$ cat src/shared/cobid_regs.vh
// Identifier layout, function codes, default identifiers and timing constants
`ifndef COBID_REGS_VH
`define COBID_REGS_VH
`define ID_W            11
`define FUNC_HI         10
`define FUNC_LO         7
`define NODE_HI         6
`define NODE_LO         0
`define FC_NMT          4'h0
`define FC_EMCY         4'h1
`define FC_TPDO1        4'h3
`define FC_RPDO1        4'h4
`define FC_TPDO2        4'h5
`define FC_RPDO2        4'h6
`define FC_TPDO3        4'h7
`define FC_RPDO3        4'h8
`define FC_TPDO4        4'h9
`define FC_RPDO4        4'ha
`define FC_SDO_TX       4'hb
`define FC_SDO_RX       4'hc
`define FC_GUARD        4'he
`define ID_SYNC         11'h080
`define ID_NMT          11'h000
`define OBJ_NONE        4'h0
`define OBJ_NMT         4'h1
`define OBJ_SYNC        4'h2
`define OBJ_EMCY        4'h3
`define OBJ_RPDO1       4'h4
`define OBJ_RPDO2       4'h5
`define OBJ_RPDO3       4'h6
`define OBJ_RPDO4       4'h7
`define OBJ_SDO_RX      4'h8
`define OBJ_GUARD       4'h9
`define TX_TPDO1        3'h0
`define TX_TPDO2        3'h1
`define TX_TPDO3        3'h2
`define TX_TPDO4        3'h3
`define TX_SDO          3'h4
`define TX_EMCY         3'h5
`define TX_GUARD        3'h6
`define CLK_HZ          50000000
`define HB_PERIOD_MS    1000
`define HB_LEN          4'h1
`endif

$ cat src/hw/canopen_cobid_classifier.v
// Identifier classifier and frame builder for a CANopen slave node
// Operation
// - Multi-byte payload values are packed lowest byte first.
// - Identifiers are 11 bits, carried in the frame identifier field.
// - Top four identifier bits are function code, low seven the node address.
// - Network management and sync identifiers are common, independent of node address.
// - Emergency uses function code 0001 plus node address.
// - First transmit object 0011, first receive object 0100, with node address.
// - Second transmit object 0101, second receive object 0110, with node address.
// - Third transmit object 0111, third receive object 1000, with node address.
// - Fourth transmit object 1001, fourth receive object 1010, with node address.
// - Service responses use 1011, service requests use 1100, with node address.
// - Guarding and heartbeat use 1110 plus node address.
// - Default identifiers may be replaced by configured values.
// - The slave periodically transmits a message showing its connection is alive.
// - Only standard frames are accepted; extended frames are discarded.
`timescale 1ns/1ns
`include "cobid_regs.vh"
module canopen_cobid_classifier #(
	parameter HB_PERIOD_MS = `HB_PERIOD_MS,
	parameter HB_CYCLES    = (`CLK_HZ / 1000) * HB_PERIOD_MS
) (
	// Clock and reset
	input  wire        core_clk,
	input  wire        resetn,
	// Configuration from the object dictionary
	input  wire [6:0]  node_addr,
	input  wire        cfg_wr,
	input  wire [3:0]  cfg_sel,
	input  wire [10:0] cfg_id,
	input  wire        hb_enable,
	input  wire [7:0]  node_state,
	// Received frames from the data-link controller
	input  wire        rx_valid,
	input  wire        rx_ext,
	input  wire        rx_rtr,
	input  wire [10:0] rx_id,
	input  wire [3:0]  rx_len,
	input  wire [63:0] rx_data,
	// Classified frames to the application
	output reg         obj_valid,
	output reg  [3:0]  obj_type,
	output reg  [6:0]  obj_node,
	output reg         obj_rtr,
	output reg  [3:0]  obj_len,
	output reg  [63:0] obj_data,
	// Transmit requests from the application
	input  wire        app_tx_valid,
	output wire        app_tx_ready,
	input  wire [2:0]  app_tx_kind,
	input  wire [3:0]  app_tx_len,
	input  wire [31:0] app_tx_lo,
	input  wire [31:0] app_tx_hi,
	// Frames to the data-link controller
	output reg         tx_valid,
	input  wire        tx_ready,
	output reg  [10:0] tx_id,
	output reg  [3:0]  tx_len,
	output reg  [63:0] tx_data
);

	// Identifier table indices (receive objects then transmit objects)
	localparam [3:0] SEL_RPDO1 = 4'h0;
	localparam [3:0] SEL_RPDO2 = 4'h1;
	localparam [3:0] SEL_RPDO3 = 4'h2;
	localparam [3:0] SEL_RPDO4 = 4'h3;
	localparam [3:0] SEL_SDORX = 4'h4;
	localparam [3:0] SEL_TPDO1 = 4'h5;
	localparam [3:0] SEL_TPDO2 = 4'h6;
	localparam [3:0] SEL_TPDO3 = 4'h7;
	localparam [3:0] SEL_TPDO4 = 4'h8;
	localparam [3:0] SEL_SDOTX = 4'h9;
	localparam [3:0] SEL_EMCY  = 4'ha;
	localparam [3:0] SEL_GUARD = 4'hb;
	localparam [3:0] SEL_CNT   = 4'hc;
	localparam [31:0] HB_LAST  = HB_CYCLES - 1;

	reg  [10:0] id_tab_q [0:11];
	reg  [11:0] ovr_q;
	reg  [31:0] hb_cnt_q;
	reg         hb_pend_q;
	integer     i;

	// Default identifier: function code above node address
	function [10:0] mk_id;
		input [3:0] fc;
		input [6:0] na;
		begin
			mk_id = {fc, na};
		end
	endfunction

	// Default function code per table slot
	function [3:0] slot_fc;
		input [3:0] s;
		begin
			case (s)
				SEL_RPDO1: slot_fc = `FC_RPDO1;
				SEL_RPDO2: slot_fc = `FC_RPDO2;
				SEL_RPDO3: slot_fc = `FC_RPDO3;
				SEL_RPDO4: slot_fc = `FC_RPDO4;
				SEL_SDORX: slot_fc = `FC_SDO_RX;
				SEL_TPDO1: slot_fc = `FC_TPDO1;
				SEL_TPDO2: slot_fc = `FC_TPDO2;
				SEL_TPDO3: slot_fc = `FC_TPDO3;
				SEL_TPDO4: slot_fc = `FC_TPDO4;
				SEL_SDOTX: slot_fc = `FC_SDO_TX;
				SEL_EMCY:  slot_fc = `FC_EMCY;
				default:   slot_fc = `FC_GUARD;
			endcase
		end
	endfunction

	// Effective identifier: configured override or node-derived default
	function [10:0] eff_id;
		input [3:0] s;
		begin
			eff_id = ovr_q[s] ? id_tab_q[s] : mk_id(slot_fc(s), node_addr);
		end
	endfunction

	// Override table; a default follows node address changes until overridden
	always @(posedge core_clk) begin
		if (!resetn) begin
			ovr_q <= 12'h000;
			for (i = 0; i < 12; i = i + 1)
				id_tab_q[i] <= 11'h000;
		end else if (cfg_wr && cfg_sel < SEL_CNT) begin
			id_tab_q[cfg_sel] <= cfg_id;
			ovr_q[cfg_sel]    <= 1'b1;
		end
	end

	// Receive classification, one cycle latency
	reg [3:0] cls_d;
	always @* begin
		cls_d = `OBJ_NONE;
		if (rx_id == `ID_NMT)
			cls_d = `OBJ_NMT;
		else if (rx_id == `ID_SYNC)
			cls_d = `OBJ_SYNC;
		else if (rx_id == eff_id(SEL_RPDO1))
			cls_d = `OBJ_RPDO1;
		else if (rx_id == eff_id(SEL_RPDO2))
			cls_d = `OBJ_RPDO2;
		else if (rx_id == eff_id(SEL_RPDO3))
			cls_d = `OBJ_RPDO3;
		else if (rx_id == eff_id(SEL_RPDO4))
			cls_d = `OBJ_RPDO4;
		else if (rx_id == eff_id(SEL_SDORX))
			cls_d = `OBJ_SDO_RX;
		else if (rx_id == eff_id(SEL_GUARD))
			cls_d = `OBJ_GUARD; // guard request from master
		else if (rx_id[`FUNC_HI:`FUNC_LO] == `FC_EMCY && rx_id[`NODE_HI:`NODE_LO] != 7'h00)
			cls_d = `OBJ_EMCY; // Emergencies from any producer are consumable
	end

	always @(posedge core_clk) begin
		if (!resetn) begin
			obj_valid <= 1'b0;
			obj_type  <= `OBJ_NONE;
			obj_node  <= 7'h00;
			obj_rtr   <= 1'b0;
			obj_len   <= 4'h0;
			obj_data  <= 64'h0;
		end else begin
			obj_valid <= rx_valid && !rx_ext && cls_d != `OBJ_NONE;
			if (rx_valid && !rx_ext) begin
				obj_type <= cls_d;
				obj_node <= rx_id[`NODE_HI:`NODE_LO];
				obj_rtr  <= rx_rtr;
				obj_len  <= rx_len;
				obj_data <= rx_data;
			end
		end
	end

	// Heartbeat period divider
	always @(posedge core_clk) begin
		if (!resetn || !hb_enable) begin
			hb_cnt_q <= 32'h0;
		end else if (hb_cnt_q >= HB_LAST) begin
			hb_cnt_q <= 32'h0;
		end else begin
			hb_cnt_q <= hb_cnt_q + 32'h1;
		end
	end

	// Transmit side: a pending heartbeat has priority over application frames
	wire hb_tick  = hb_enable && hb_cnt_q >= HB_LAST;
	wire tx_free  = !tx_valid || tx_ready;
	wire hb_go    = tx_free && hb_pend_q;
	assign app_tx_ready = tx_free && !hb_pend_q;

	function [3:0] kind_sel;
		input [2:0] k;
		begin
			case (k)
				`TX_TPDO1: kind_sel = SEL_TPDO1;
				`TX_TPDO2: kind_sel = SEL_TPDO2;
				`TX_TPDO3: kind_sel = SEL_TPDO3;
				`TX_TPDO4: kind_sel = SEL_TPDO4;
				`TX_SDO:   kind_sel = SEL_SDOTX;
				`TX_EMCY:  kind_sel = SEL_EMCY;
				default:   kind_sel = SEL_GUARD;
			endcase
		end
	endfunction

	always @(posedge core_clk) begin
		if (!resetn) begin
			hb_pend_q <= 1'b0;
			tx_valid  <= 1'b0;
			tx_id     <= 11'h000;
			tx_len    <= 4'h0;
			tx_data   <= 64'h0;
		end else begin
			// A tick in the same cycle as the send keeps the request pending
			hb_pend_q <= hb_tick | (hb_pend_q & !hb_go);
			if (hb_go) begin
				tx_valid <= 1'b1;
				tx_id    <= eff_id(SEL_GUARD);
				tx_len   <= `HB_LEN;
				tx_data  <= {56'h0, node_state};
			end else if (app_tx_valid && app_tx_ready) begin
				tx_valid <= 1'b1;
				tx_id    <= eff_id(kind_sel(app_tx_kind));
				tx_len   <= app_tx_len;
				// Low word in bytes 0..3, each little-endian already in bit order
				tx_data  <= {app_tx_hi, app_tx_lo};
			end else if (tx_ready) begin
				tx_valid <= 1'b0;
			end
		end
	end

endmodule

$ cat config.mk
export PLATFORM = sky130hd
export DESIGN_NAME = canopen_cobid_classifier
export DESIGN_NICKNAME = d
export VERILOG_FILES = /design/src/hw/canopen_cobid_classifier.v
export VERILOG_INCLUDE_DIRS = /design/src /design/src/shared
export SDC_FILE = /design/constraint.sdc
export NUM_CORES = 1
export LEC_CHECK = 0
export BUFFER_PORTS_ARGS = -buffer_cell sky130_fd_sc_hd__buf_4
export CORE_MARGIN = 1.5
export CORE_UTILIZATION = 54
export DETAILED_ROUTE_END_ITERATION = 8
export GPL_TIMING_DRIVEN = 0
export PLACE_DENSITY = 0.83
export RECOVER_POWER = 100
export SLEW_MARGIN = 20
export SYNTH_ARGS = -nofsm -noshare
export SYNTH_HDL_FRONTEND = slang
export SYNTH_SLANG_ARGS = --single-unit
$ cat constraint.sdc
create_clock -name core_clk -period 3.07 [get_ports core_clk]
set_clock_uncertainty 0.1 [all_clocks]
set_input_delay 0.1535 -clock core_clk [delete_from_list [all_inputs] [get_ports core_clk]]
set_output_delay 0.1535 -clock core_clk [all_outputs]
set_load 0.01 [all_outputs]
==> reports/metrics.cfg, run 1 <==
[critical_path]
critPathKind=flop to flop
worst-r2r-cell-count=9
slowest_delay_ns=1.08
start_kind=flop
r2r_start=ovr_q[11]$_SDFFE_PN0P_
arrival_ns=3.28
critPathSlowestCell=o32ai_1
crit_chain=buf_2 -> mux2i_1 -> nor2_1 -> o32ai_1 -> buf_6 -> a2111oi_1 -> a21oi_1 -> o221ai_1 -> and2_0
cp_data_required_time_ns=3.37
reg2reg_to=tx_id[5]$_SDFFE_PN0P_
endpoint_kind=flop
cp_max_fo=10
rrSetupSlack_ns=0.1

[synthesis]
async_flop_share_pct=0
synth_edf_count=132
synth_largest_area_cell=dfxtp_1
avgSynthCellArea_sq_um=9.66
synth_top_cells_by_area=dfxtp_1 (27%), edfxtp_1 (26%), nand2_1 (8.2%)
yosys_warnings=0
yosysUniqueCellTypes=78
synth_top_area_share_pct=27.3
syn_area_sq_um=15100
postSynthCellCount=1562
seq_area_frac_synth_pct=53.6
synth_seq_cells=338
synthFlopType=dfxtp_1

[floorplanning]
dieArea_sq_um=28900
pin_count=351
die_h_microns=170
rows=60
start_util_pct=55.5
die_w_microns=170
core_region_area_sq_um=27200

[sta]
maxSlewViolCount=60
hold_viol=0
tightest_slew_ns=1.61
period_needed_ns=2.97
period_share_pct=96.9
tns_ns=0
final.setup.worst_slack_ns=0.0954
slew_headroom_pct=-8.45
rsz0062_at_grt=false
fmax_ghz=0.336
worst_hold_slack_ns=0.0576
setup_viol=0

[final_layout]
fin_cells=2522
nets=2304
fin_area_sq_um=20300
fillers=1899
area_growth_pct=34.8
drive_gt1_share_pct=12.9

[route]
wl_mm=60.4
dr_wl_met2_mm=26.8
highest_layer=met5
ant_nets=0
via_per_inst=5.98
wl_per_cell_microns=24.0
vias=15100
drt_drc_violations_left=0
wl_met3_mm=8.33
wl_met1_mm=19.8
drtPass1Iterations=6
drtIter0Drc=1746

[clocking]
cts.path.max_buffers=3
insertion_delay_ns=0.52
cts_root_buf=clkbuf_16
numCtsBuffers=37
clock_sinks=338
cts.clk_slew.worst_paths_ns=0.06
cts_max_level=2
cts_tree=built

[grt]
grt_pass1_wl_mm=89.5
track_usage_pct=41.9
grt_pass1_vias=15300
grt_max_degree=14
antenna_found_initial=10
grt_overflow_total=0

[placement]
dp_hpwl_mm=35.8
dpl_cell_area_sq_um=18100
post-place-ws_ns=0.312
placedCellCount=2282
port_buffers=340
gp_congestion=0.978

[hold_path]
hp-class=primary input to flop
whs_path_depth=4
min_to=obj_node[5]$_SDFFE_PN0P_
min_from=rx_id[5]

[power_and_ir_drop]
p_leak_nw=7.47
peakVddDrop_mv=0.420
powerDensity_nw_per_um2=533

[job]
cap_violations=5

[run_status]
status=finished, violations left
violations=capacitance limit, slew limit

-- cells in the mapped netlist, types with 7 or more instances --
cell	count
nand2b_1	18
a31oi_1	7
nand3_1	18
nor3_1	11
xnor2_1	50
o221ai_1	8
a22oi_1	11
nor2b_1	8
clkbuf_1	86
a2111oi_0	8
xor2_1	16
nand2_1	328
and2_1	142
nor4_1	7
mux4_2	8
inv_1	26
buf_2	17
dfxtp_1	206
nand4_1	7
a21o_1	12
a21oi_1	88
o21ai_0	27
o22ai_1	14
a211oi_1	9
nor2_1	79
mux2i_1	39
a21boi_0	84
edfxtp_1	132
-- final cells by class --
cell class	count	area [sq um]	share of cell area [%]
antenna	9	22.5	0.111
buffer	116	515	2.54
clock buffer	55	1110	5.44
clock inverter	11	60.1	0.295
inverter	27	101	0.498
multi-input combinational	1085	6370	31.3
sequential	338	8090	39.8
tap	372	465	2.29
timing repair buffer	509	3600	17.7
-- critical path: cells and delay by family (launching register included) --
kind / cells / cell delay (ns)
AO/OA/AOI/OAI: 4 / 1.52
multiplexers: 1 / 0.24
buffers and inverters: 2 / 0.43
flip-flops: 1 / 0.29
AND/OR/NAND/NOR: 2 / 0.27
-- cell families (layout without fill, tap and decap cells) --
kind of cell	Yosys count	in the layout	share of synthesized area, %
fa+ha+maj	1	1	0.0829
flops	338	338	53.6
compound gates	317	317	14.4
simple gates	647	647	20.0
buf+inv	144	718	4.11
xor+xnor	66	66	3.83
mux	48	48	3.86
other cells	1	15	0.0249
-- registers in the layout, summed over array words and instances, names as in the netlist --
register,count
hb_cnt_q,32
hb_pend_q,1
id_tab_q,132
obj_data,64
obj_len,4
obj_node,7
obj_rtr,1
obj_type,4
obj_valid,1
ovr_q,12
tx_data,64
tx_id,11
tx_len,4
tx_valid,1
-- placed cells by master (no fill, tap or decap), types with 8 or more instances in the layout --
cell type and n:
and2_0 91, buf_2 15, nand2b_1 18, nand3_1 19
a21oi_1 88, a21boi_0 85, clkbuf_16 39, o22ai_1 14
buf_4 179, dlygate4sd3_1 166, inv_1 26, a21o_1 12
a22oi_1 11, xor2_1 16, o21ai_0 28, nor2b_1 8
mux2i_1 39, and2_1 51, diode_2 9, a211oi_1 9
nor2_1 79, nor3_1 11, dfxtp_1 206, nand2_1 328
edfxtp_1 132, clkbuf_1 264, a2111oi_0 8, o221ai_1 8
mux4_2 8, xnor2_1 50
-- stage by stage --
step | power (mW) | util [%]
floorplan | 5.70 | -
global placement | 6.32 | 66.7
detailed placement | 6.37 | 66.8
CTS | 10.7 | 77.2
global route | 11.1 | 74.8
finish | 10.8 | 74.8
-- what timing repair did --
item	CTS	global route
hold buffers	166	0
gates resized for setup	0	2
setup endpoints to repair	0	8
endpoints found under the hold margin	173	0
buffers inserted	0	0
-- worst max-delay path by stage --
stage | startpoint | end | slack [ns]
2_1_floorplan | hb_cnt_q[0]$_SDFF_PP0_ | hb_cnt_q[8]$_SDFF_PP0_ | 0.89
3_3_place_gp | resetn | id_tab_q[5][6]$_SDFFCE_PN0P_ | 0.31
3_5_place_dp | tx_valid$_SDFFE_PN0P_ | tx_data[6]$_SDFFE_PN0P_ | 0.31
4_1_cts | tx_valid$_SDFFE_PN0P_ | tx_data[6]$_SDFFE_PN0P_ | 0.1
5_1_grt | ovr_q[11]$_SDFFE_PN0P_ | tx_id[9]$_SDFFE_PN0P_ | 0.06
6_report | ovr_q[11]$_SDFFE_PN0P_ | tx_id[5]$_SDFFE_PN0P_ | 0.1
-- report_power, final --
group / switching (mW) / internal [mW] / leakage [nW]
clock: 1.83 / 2.50 / 0.572
combinational: 0.877 / 0.611 / 3.96
sequential: 0.136 / 4.88 / 2.94
total: 2.84 / 7.99 / 7.47
-- layer usage --
metal	GRT usage, %	vias up
met3	20.4	426
met1	44.2	7022
met2	64.7	1157
met5	0	-
li1	-	6467
met4	31.4	2
(Power assumes the default switching activity.)
==> inputs of run 2 (changes only) <==
--- a/config.mk
+++ b/config.mk
@@ -9,6 +9,7 @@
 export BUFFER_PORTS_ARGS = -buffer_cell sky130_fd_sc_hd__buf_4
 export CORE_MARGIN = 1.5
 export CORE_UTILIZATION = 54
+export CTS_BUF_LIST = sky130_fd_sc_hd__clkbuf_16
 export DETAILED_ROUTE_END_ITERATION = 8
 export GPL_TIMING_DRIVEN = 0
 export PLACE_DENSITY = 0.83
==> run 2 against run 1 <==
Against the previous run:
- the flow still finishes with violations (capacitance limit, slew limit)
- sequential share of layout area grew 0.14 points
- first-iteration DRC count shrank 1.7%
- flip-flop and latch count is the same
- register-to-register slack gained 0.05 ns
- critical path type unchanged
==> reports/metrics.cfg, run 2 (same netlist as run 1, synthesis figures left out) <==
[power_and_ir_drop]
power_frac_comb_pct=13.9  ; +0.2 points
powerDensity_nw_per_um2=524  ; -1.6%
clkPwrFrac_pct=38.9  ; -1.0 points
p_total_mw=10.6  ; -1.9%
p_sw_mw=2.84  ; about the same
intPower_mw=7.78  ; -2.6%
p_leak_nw=7.47  ; about the same
peakVddDrop_mv=0.413  ; -1.7%
p_sw_share_pct=26.7  ; +0.49 points
pwr-share-seq_pct=47.3  ; +1.0 points

[route]
drt_drc_violations_left=0  ; unchanged
wl_per_cell_microns=23.7  ; -1.1%
vias=15200  ; +0.52%
drtPass1Iterations=7  ; +1
wl_mm=59.8  ; -1.1%
drtIter0Drc=1716  ; -1.7%
via_per_inst=6.01  ; +0.48%
ant_nets=0  ; unchanged

[hold_path]
min_from=rx_id[5]
min_to=obj_node[5]$_SDFFE_PN0P_
whs_path_depth=4  ; unchanged
hp-class=primary input to flop

[sta]
slew_headroom_pct=-6.99  ; +1.5 points
maxSlewViolCount=60  ; unchanged
period_share_pct=95.4  ; -1.5 points
rsz0062_at_grt=false
tns_ns=0  ; unchanged
hold_viol=0  ; unchanged
fmax_ghz=0.342  ; +1.6%
tightest_slew_ns=1.59  ; -0.0216 ns
period_needed_ns=2.93  ; -0.0469 ns
setup_viol=0  ; unchanged

[critical_path]
critPathTopFamily=compound AO/OA/AOI/OAI gates
cp_num_buf_inv=2  ; unchanged
slowest_delay_ns=1.03  ; -0.05 ns
cp_max_fo=10  ; unchanged
critPathSlowestCell=o32ai_1
r2r_start=ovr_q[11]$_SDFFE_PN0P_
start_kind=flop
reg2reg_to=tx_id[5]$_SDFFE_PN0P_
critPathKind=flop to flop
worst-r2r-cell-count=9  ; unchanged
rrSetupSlack_ns=0.14  ; +0.05 ns
cp-startpoint=ovr_q[11]$_SDFFE_PN0P_
cp_data_required_time_ns=3.38  ; about the same
crit_chain=buf_2 -> mux2i_1 -> nor2_1 -> o32ai_1 -> buf_6 -> a2111oi_1 -> a21oi_1 -> o221ai_1 -> and2_0
endpoint_kind=flop
arrival_ns=3.23  ; -0.05 ns

[floorplanning]
die_w_microns=170  ; unchanged
pin_count=351  ; unchanged
dieArea_sq_um=28900  ; unchanged
core_region_area_sq_um=27200  ; unchanged
rows=60  ; unchanged
die_h_microns=170  ; unchanged
start_util_pct=55.5  ; unchanged

[clocking]
cts_max_level=2  ; unchanged
cts_root_buf=clkbuf_16
numCtsBuffers=37  ; unchanged
cts.clk_slew.worst_paths_ns=0.06  ; about the same
clock_sinks=338  ; unchanged
cts.path.max_buffers=3  ; unchanged
insertion_delay_ns=0.52  ; about the same
cts_setup_buffers=0  ; unchanged
cts_tree=built

[final_layout]
fin_area_sq_um=20300  ; -0.34%
final_cell_mix=nand2_1 (328), clkbuf_1 (256), dfxtp_1 (206)
reg_top3=id_tab_q: 132 flops, obj_data: 64 flops, tx_data: 64 flops
area_growth_pct=34.3
final_util_pct=74.6  ; -0.25 points
mostFrequentLayoutCell=nand2_1
drive_gt1_share_pct=12.6  ; -0.37 points
top_register=id_tab_q
nets=2304  ; unchanged
largest_reg_flops=132  ; unchanged

[grt]
track_usage_pct=41.0  ; -0.81 points
grt_pass1_wl_mm=88.2  ; -1.5%
antenna_found_initial=12  ; +2
grt_overflow_total=0  ; unchanged
grt_max_degree=14  ; unchanged
grt_pass1_vias=15200  ; -0.53%

[job]
cap_violations=5  ; unchanged

[run_status]
violations=capacitance limit, slew limit
status=finished, violations left

[placement]
gp_congestion=0.978  ; unchanged
dpl_cell_area_sq_um=18100  ; unchanged
dp_hpwl_mm=35.8  ; unchanged
port_buffers=340  ; unchanged

-- run 2: cell types whose count changed in the layout (fill, tap and decap cells not counted) --
cell      previous run  this run
clkbuf_8             7         0
diode_2              9        10
clkinv_1             5        12
and2_0              91        93
and2_1              51        49
inv_1               26        35
buf_2               15        14
clkbuf_1           264       256
-- run 2: through the flow --
step | setup slack (ns) | instances | hold WS [ns]
CTS | 0.0912 | 2514 | 0.0398
floorplan | 0.888 | 1567 | 0.186
global placement | 0.305 | 2279 | 0.293
finish | 0.142 | 2523 | 0.0485
detailed placement | 0.312 | 2282 | 0.304
global route | 0.0610 | 2517 | 0.0798
-- run 2: area by class of cell --
type,instances,area [sq um]
antenna,10,25.0
buffer,116,514
clock buffer,39,976
clock inverter,27,120
fill,1945,6910
inverter,27,101
multi-input combinational,1085,6370
sequential,338,8090
tap,372,465
timing repair buffer,509,3600
-- run 2: power by group through the flow --
stage / logic [mW] / clock network (mW) / registers, mW
after detailed placement: 1.27 / 0 / 5.10
final: 1.47 / 4.13 / 5.02
after CTS: 1.46 / 4.07 / 5.00
after floorplan: 0.593 / 0 / 5.11
after global placement: 1.24 / 0 / 5.09
after global routing: 1.55 / 4.30 / 5.03
-- run 2: worst max-delay path by stage --
stage                                        end  slack [ns]  cells after the start
finish                     tx_id[5]$_SDFFE_PN0P_        0.14                      9
global route               tx_id[9]$_SDFFE_PN0P_        0.06                      9
CTS                      tx_data[6]$_SDFFE_PN0P_        0.09                      8
detailed placement       tx_data[6]$_SDFFE_PN0P_        0.31                      8
global placement    id_tab_q[5][6]$_SDFFCE_PN0P_        0.31                      4
floorplan                 hb_cnt_q[8]$_SDFF_PP0_        0.89                     10
-- run 2: timing repair --
action                     CTS  global route
hold endpoints to repair   173             0
setup endpoints to repair    0             9
hold buffers               166             0
resized for setup            0             2
-- run 2: routing by layer --
layer  share of wire [%]  vias up  GRT usage, %  wire length [microns]
li1                    -     6462             -                      -
met1                  34     7061          45.1                  20000
met2                  45     1204          64.5                  26900
met3                  13      414          16.5                   7570
met4                 8.6       12          29.6                   5130
met5                0.18        -          1.57                    105
-- run 2: tightest hold or removal path: cells and delay by family --
family | cells | cell delay [ns]
simple gates | 1 | 0.07
buf+inv | 2 | 0.32
compound gates | 1 | 0.07
==> inputs of run 3 (changes only) <==
--- a/config.mk
+++ b/config.mk
@@ -8,11 +8,11 @@
 export LEC_CHECK = 0
 export BUFFER_PORTS_ARGS = -buffer_cell sky130_fd_sc_hd__buf_4
 export CORE_MARGIN = 1.5
-export CORE_UTILIZATION = 54
-export CTS_BUF_LIST = sky130_fd_sc_hd__clkbuf_16
+export CORE_UTILIZATION = 30
+export CTS_BUF_LIST = sky130_fd_sc_hd__clkbuf_8
 export DETAILED_ROUTE_END_ITERATION = 8
 export GPL_TIMING_DRIVEN = 0
-export PLACE_DENSITY = 0.83
+export PLACE_DENSITY = 0.53
 export RECOVER_POWER = 100
 export SLEW_MARGIN = 20
 export SYNTH_ARGS = -nofsm -noshare
==> run 3 against run 2 <==
Against the previous run:
- the run still ends with capacitance limit, slew limit left
- non-clock buffer count up 24
- sequential share of layout area down 1.1 points
- cell area up 2.7%
==> reports/metrics.cfg, run 3 (same netlist as run 1, synthesis figures left out) <==
[run_status]
status=finished, violations left
violations=capacitance limit, slew limit

[placement]
dpl_cell_area_sq_um=18600  ; +2.3%
gp_congestion=0.826  ; -16%
port_buffers=340  ; unchanged
dp_hpwl_mm=39.7  ; +11%

[sta]
hold_viol=0  ; unchanged
tightest_slew_ns=1.88  ; +0.288 ns
maxSlewViolCount=12  ; -80%
tns_ns=0  ; unchanged
slew_headroom_pct=-26.4  ; -19 points
period_share_pct=95.9  ; +0.55 points
setup_viol=0  ; unchanged
period_needed_ns=2.94  ; +0.0168 ns
rsz0062_at_grt=false
fmax_ghz=0.340  ; -0.57%

[critical_path]
crit_chain=dlygate4sd3_1 -> clkbuf_1 -> inv_1 -> a22o_1 -> o41ai_1 -> o211ai_1 -> o31a_1 -> a221oi_1 -> a2bb2oi_1 -> a31oi_1
rrSetupSlack_ns=0.22  ; +0.08 ns
cp-startpoint=rx_id[6]
slowest_delay_ns=0.70  ; -0.33 ns
cp_num_buf_inv=3  ; +1
r2r_start=ovr_q[11]$_SDFFE_PN0P_
arrival_ns=3.37  ; +0.14 ns
reg2reg_to=tx_id[9]$_SDFFE_PN0P_
worst-r2r-cell-count=9  ; unchanged
critPathTopFamily=compound AO/OA/AOI/OAI gates
critPathKind=primary input to flop
start_kind=primary input
cp_max_fo=9  ; -1
endpoint_kind=flop
critPathSlowestCell=clkbuf_1
cp_data_required_time_ns=3.49  ; +0.11 ns

[floorplanning]
rows=81  ; +35%
start_util_pct=30.6  ; -25 points
core_region_area_sq_um=49300  ; +81%
pin_count=351  ; unchanged
die_h_microns=227  ; +34%
dieArea_sq_um=51600  ; +78%
die_w_microns=227  ; +34%

[grt]
grt_pass1_vias=13500  ; -11%
antenna_found_initial=3  ; -9
grt_overflow_total=0  ; unchanged
grt_pass1_wl_mm=79.4  ; -10%
grt_max_degree=16  ; +2
track_usage_pct=20.6  ; -20 points

[clocking]
insertion_delay_ns=0.67  ; +0.15 ns
cts.clk_slew.worst_paths_ns=0.06  ; about the same
numCtsBuffers=59  ; +59%
cts_root_buf=clkbuf_8
cts_max_level=2  ; unchanged
clock_sinks=338  ; unchanged
cts_tree=built
cts.path.max_buffers=3  ; unchanged

[hold_path]
min_to=tx_id[7]$_SDFFE_PN0P_
hp-class=primary input to flop
min_from=tx_ready
whs_path_depth=5  ; +1

[power_and_ir_drop]
p_leak_nw=7.60  ; +1.8%
powerDensity_nw_per_um2=500  ; -4.7%
peakVddDrop_mv=0.233  ; -43%

[final_layout]
nets=2350  ; +2.0%
reg_top3=id_tab_q: 132 flops, obj_data: 64 flops, tx_data: 64 flops
final_cell_mix=nand2_1 (328), clkbuf_1 (262), dfxtp_1 (206)
fin_area_sq_um=20800  ; +2.7%
mostFrequentLayoutCell=nand2_1
final_util_pct=42.3  ; -32 points
largest_reg_flops=132  ; unchanged
area_growth_pct=38.0
top_register=id_tab_q
drive_gt1_share_pct=13.6  ; +1.0 points

[route]
wl_per_cell_microns=19.2  ; -19%
drtIter0Drc=1063  ; -38%
drtPass1Iterations=6  ; -1
drt_drc_violations_left=0  ; unchanged
ant_nets=0  ; unchanged
wl_mm=55.2  ; -7.6%
vias=13800  ; -9.1%
via_per_inst=4.80  ; -20%

[job]
cap_violations=1  ; -4

==> run 3: cell count changes in the layout (fill, tap and decap cells not counted), sizes merged <==
| cell | change |
|---|---|
| clkinv | +1 |
| dlygate4sd3 | +18 |
| clkbuf | +35 |
| inv | +8 |
| clkinvlp | +3 |
| buf | -2 |
| diode | -8 |
| bufinv | +1 |
==> run 3: metrics by stage <==
step | worst slack [ns] | cells | hold WS (ns) | total power, mW
floorplan | 0.888 | 1567 | 0.186 | 5.70
global placement | 0.137 | 2571 | 0.294 | 6.40
detailed placement | 0.183 | 2579 | 0.297 | 6.42
CTS | 0.0383 | 2869 | 0.00557 | 10.6
global route | 0.0162 | 2870 | 0.0699 | 10.8
finish | 0.125 | 2871 | 0.0655 | 10.4
==> run 3: area by class of cell <==
type	instances	area, sq um
Multi-Input combinational cell	1085	6370
Antenna cell	2	5.00
Fill cell	4995	28400
Sequential cell	338	8090
Buffer	117	510
Timing Repair Buffer	532	3800
Tap cell	664	831
Inverter	27	101
Clock inverter	40	199
Clock buffer	66	908
==> run 3: worst reg2reg max path: stages (launching register included) <==
cell,delay (ns)
dfxtp_1,0.29
clkbuf_2,0.20
mux2i_1,0.17
nor2_1,0.09
o32ai_2,0.71
clkbuf_1,0.49
buf_4,0.29
o211ai_1,0.11
o21bai_1,0.20
a21boi_1,0.13
==> run 3: worst max path at each step <==
stage	cells after the start	endpoint	slack, ns
after floorplan	10	hb_cnt_q[8]$_SDFF_PP0_	0.89
after global routing	10	hb_cnt_q[19]$_SDFF_PP0_	0.02
after detailed placement	9	tx_id[6]$_SDFFE_PN0P_	0.18
after CTS	8	tx_data[5]$_SDFFE_PN0P_	0.04
final	10	obj_valid$_SDFF_PN0_	0.13
after global placement	4	id_tab_q[5][1]$_SDFFCE_PN0P_	0.14
==> run 3: repair_timing <==
item                       in CTS  in global routing
hold endpoints to repair      201                  0
hold buffers                  184                  0
setup endpoints to repair       0                  8
resized for setup               0                  2
setup buffers                   0                  0
==> run 3: layer usage <==
metal / up-vias / part of all wire (%) / global-route usage [%]
met5: - / 0 / 0
met4: 0 / 3.4 / 8.74
met3: 111 / 7.6 / 3.41
met2: 527 / 47 / 34.9
met1: 6578 / 42 / 25.9
li1: 6552 / - / -
==> run 3: power by group <==
| group | internal (mW) | total, mW | switching, mW |
|---|---|---|---|
| combinational | 0.623 | 1.44 | 0.813 |
| clock | 2.04 | 3.98 | 1.94 |
| sequential | 4.88 | 4.99 | 0.112 |
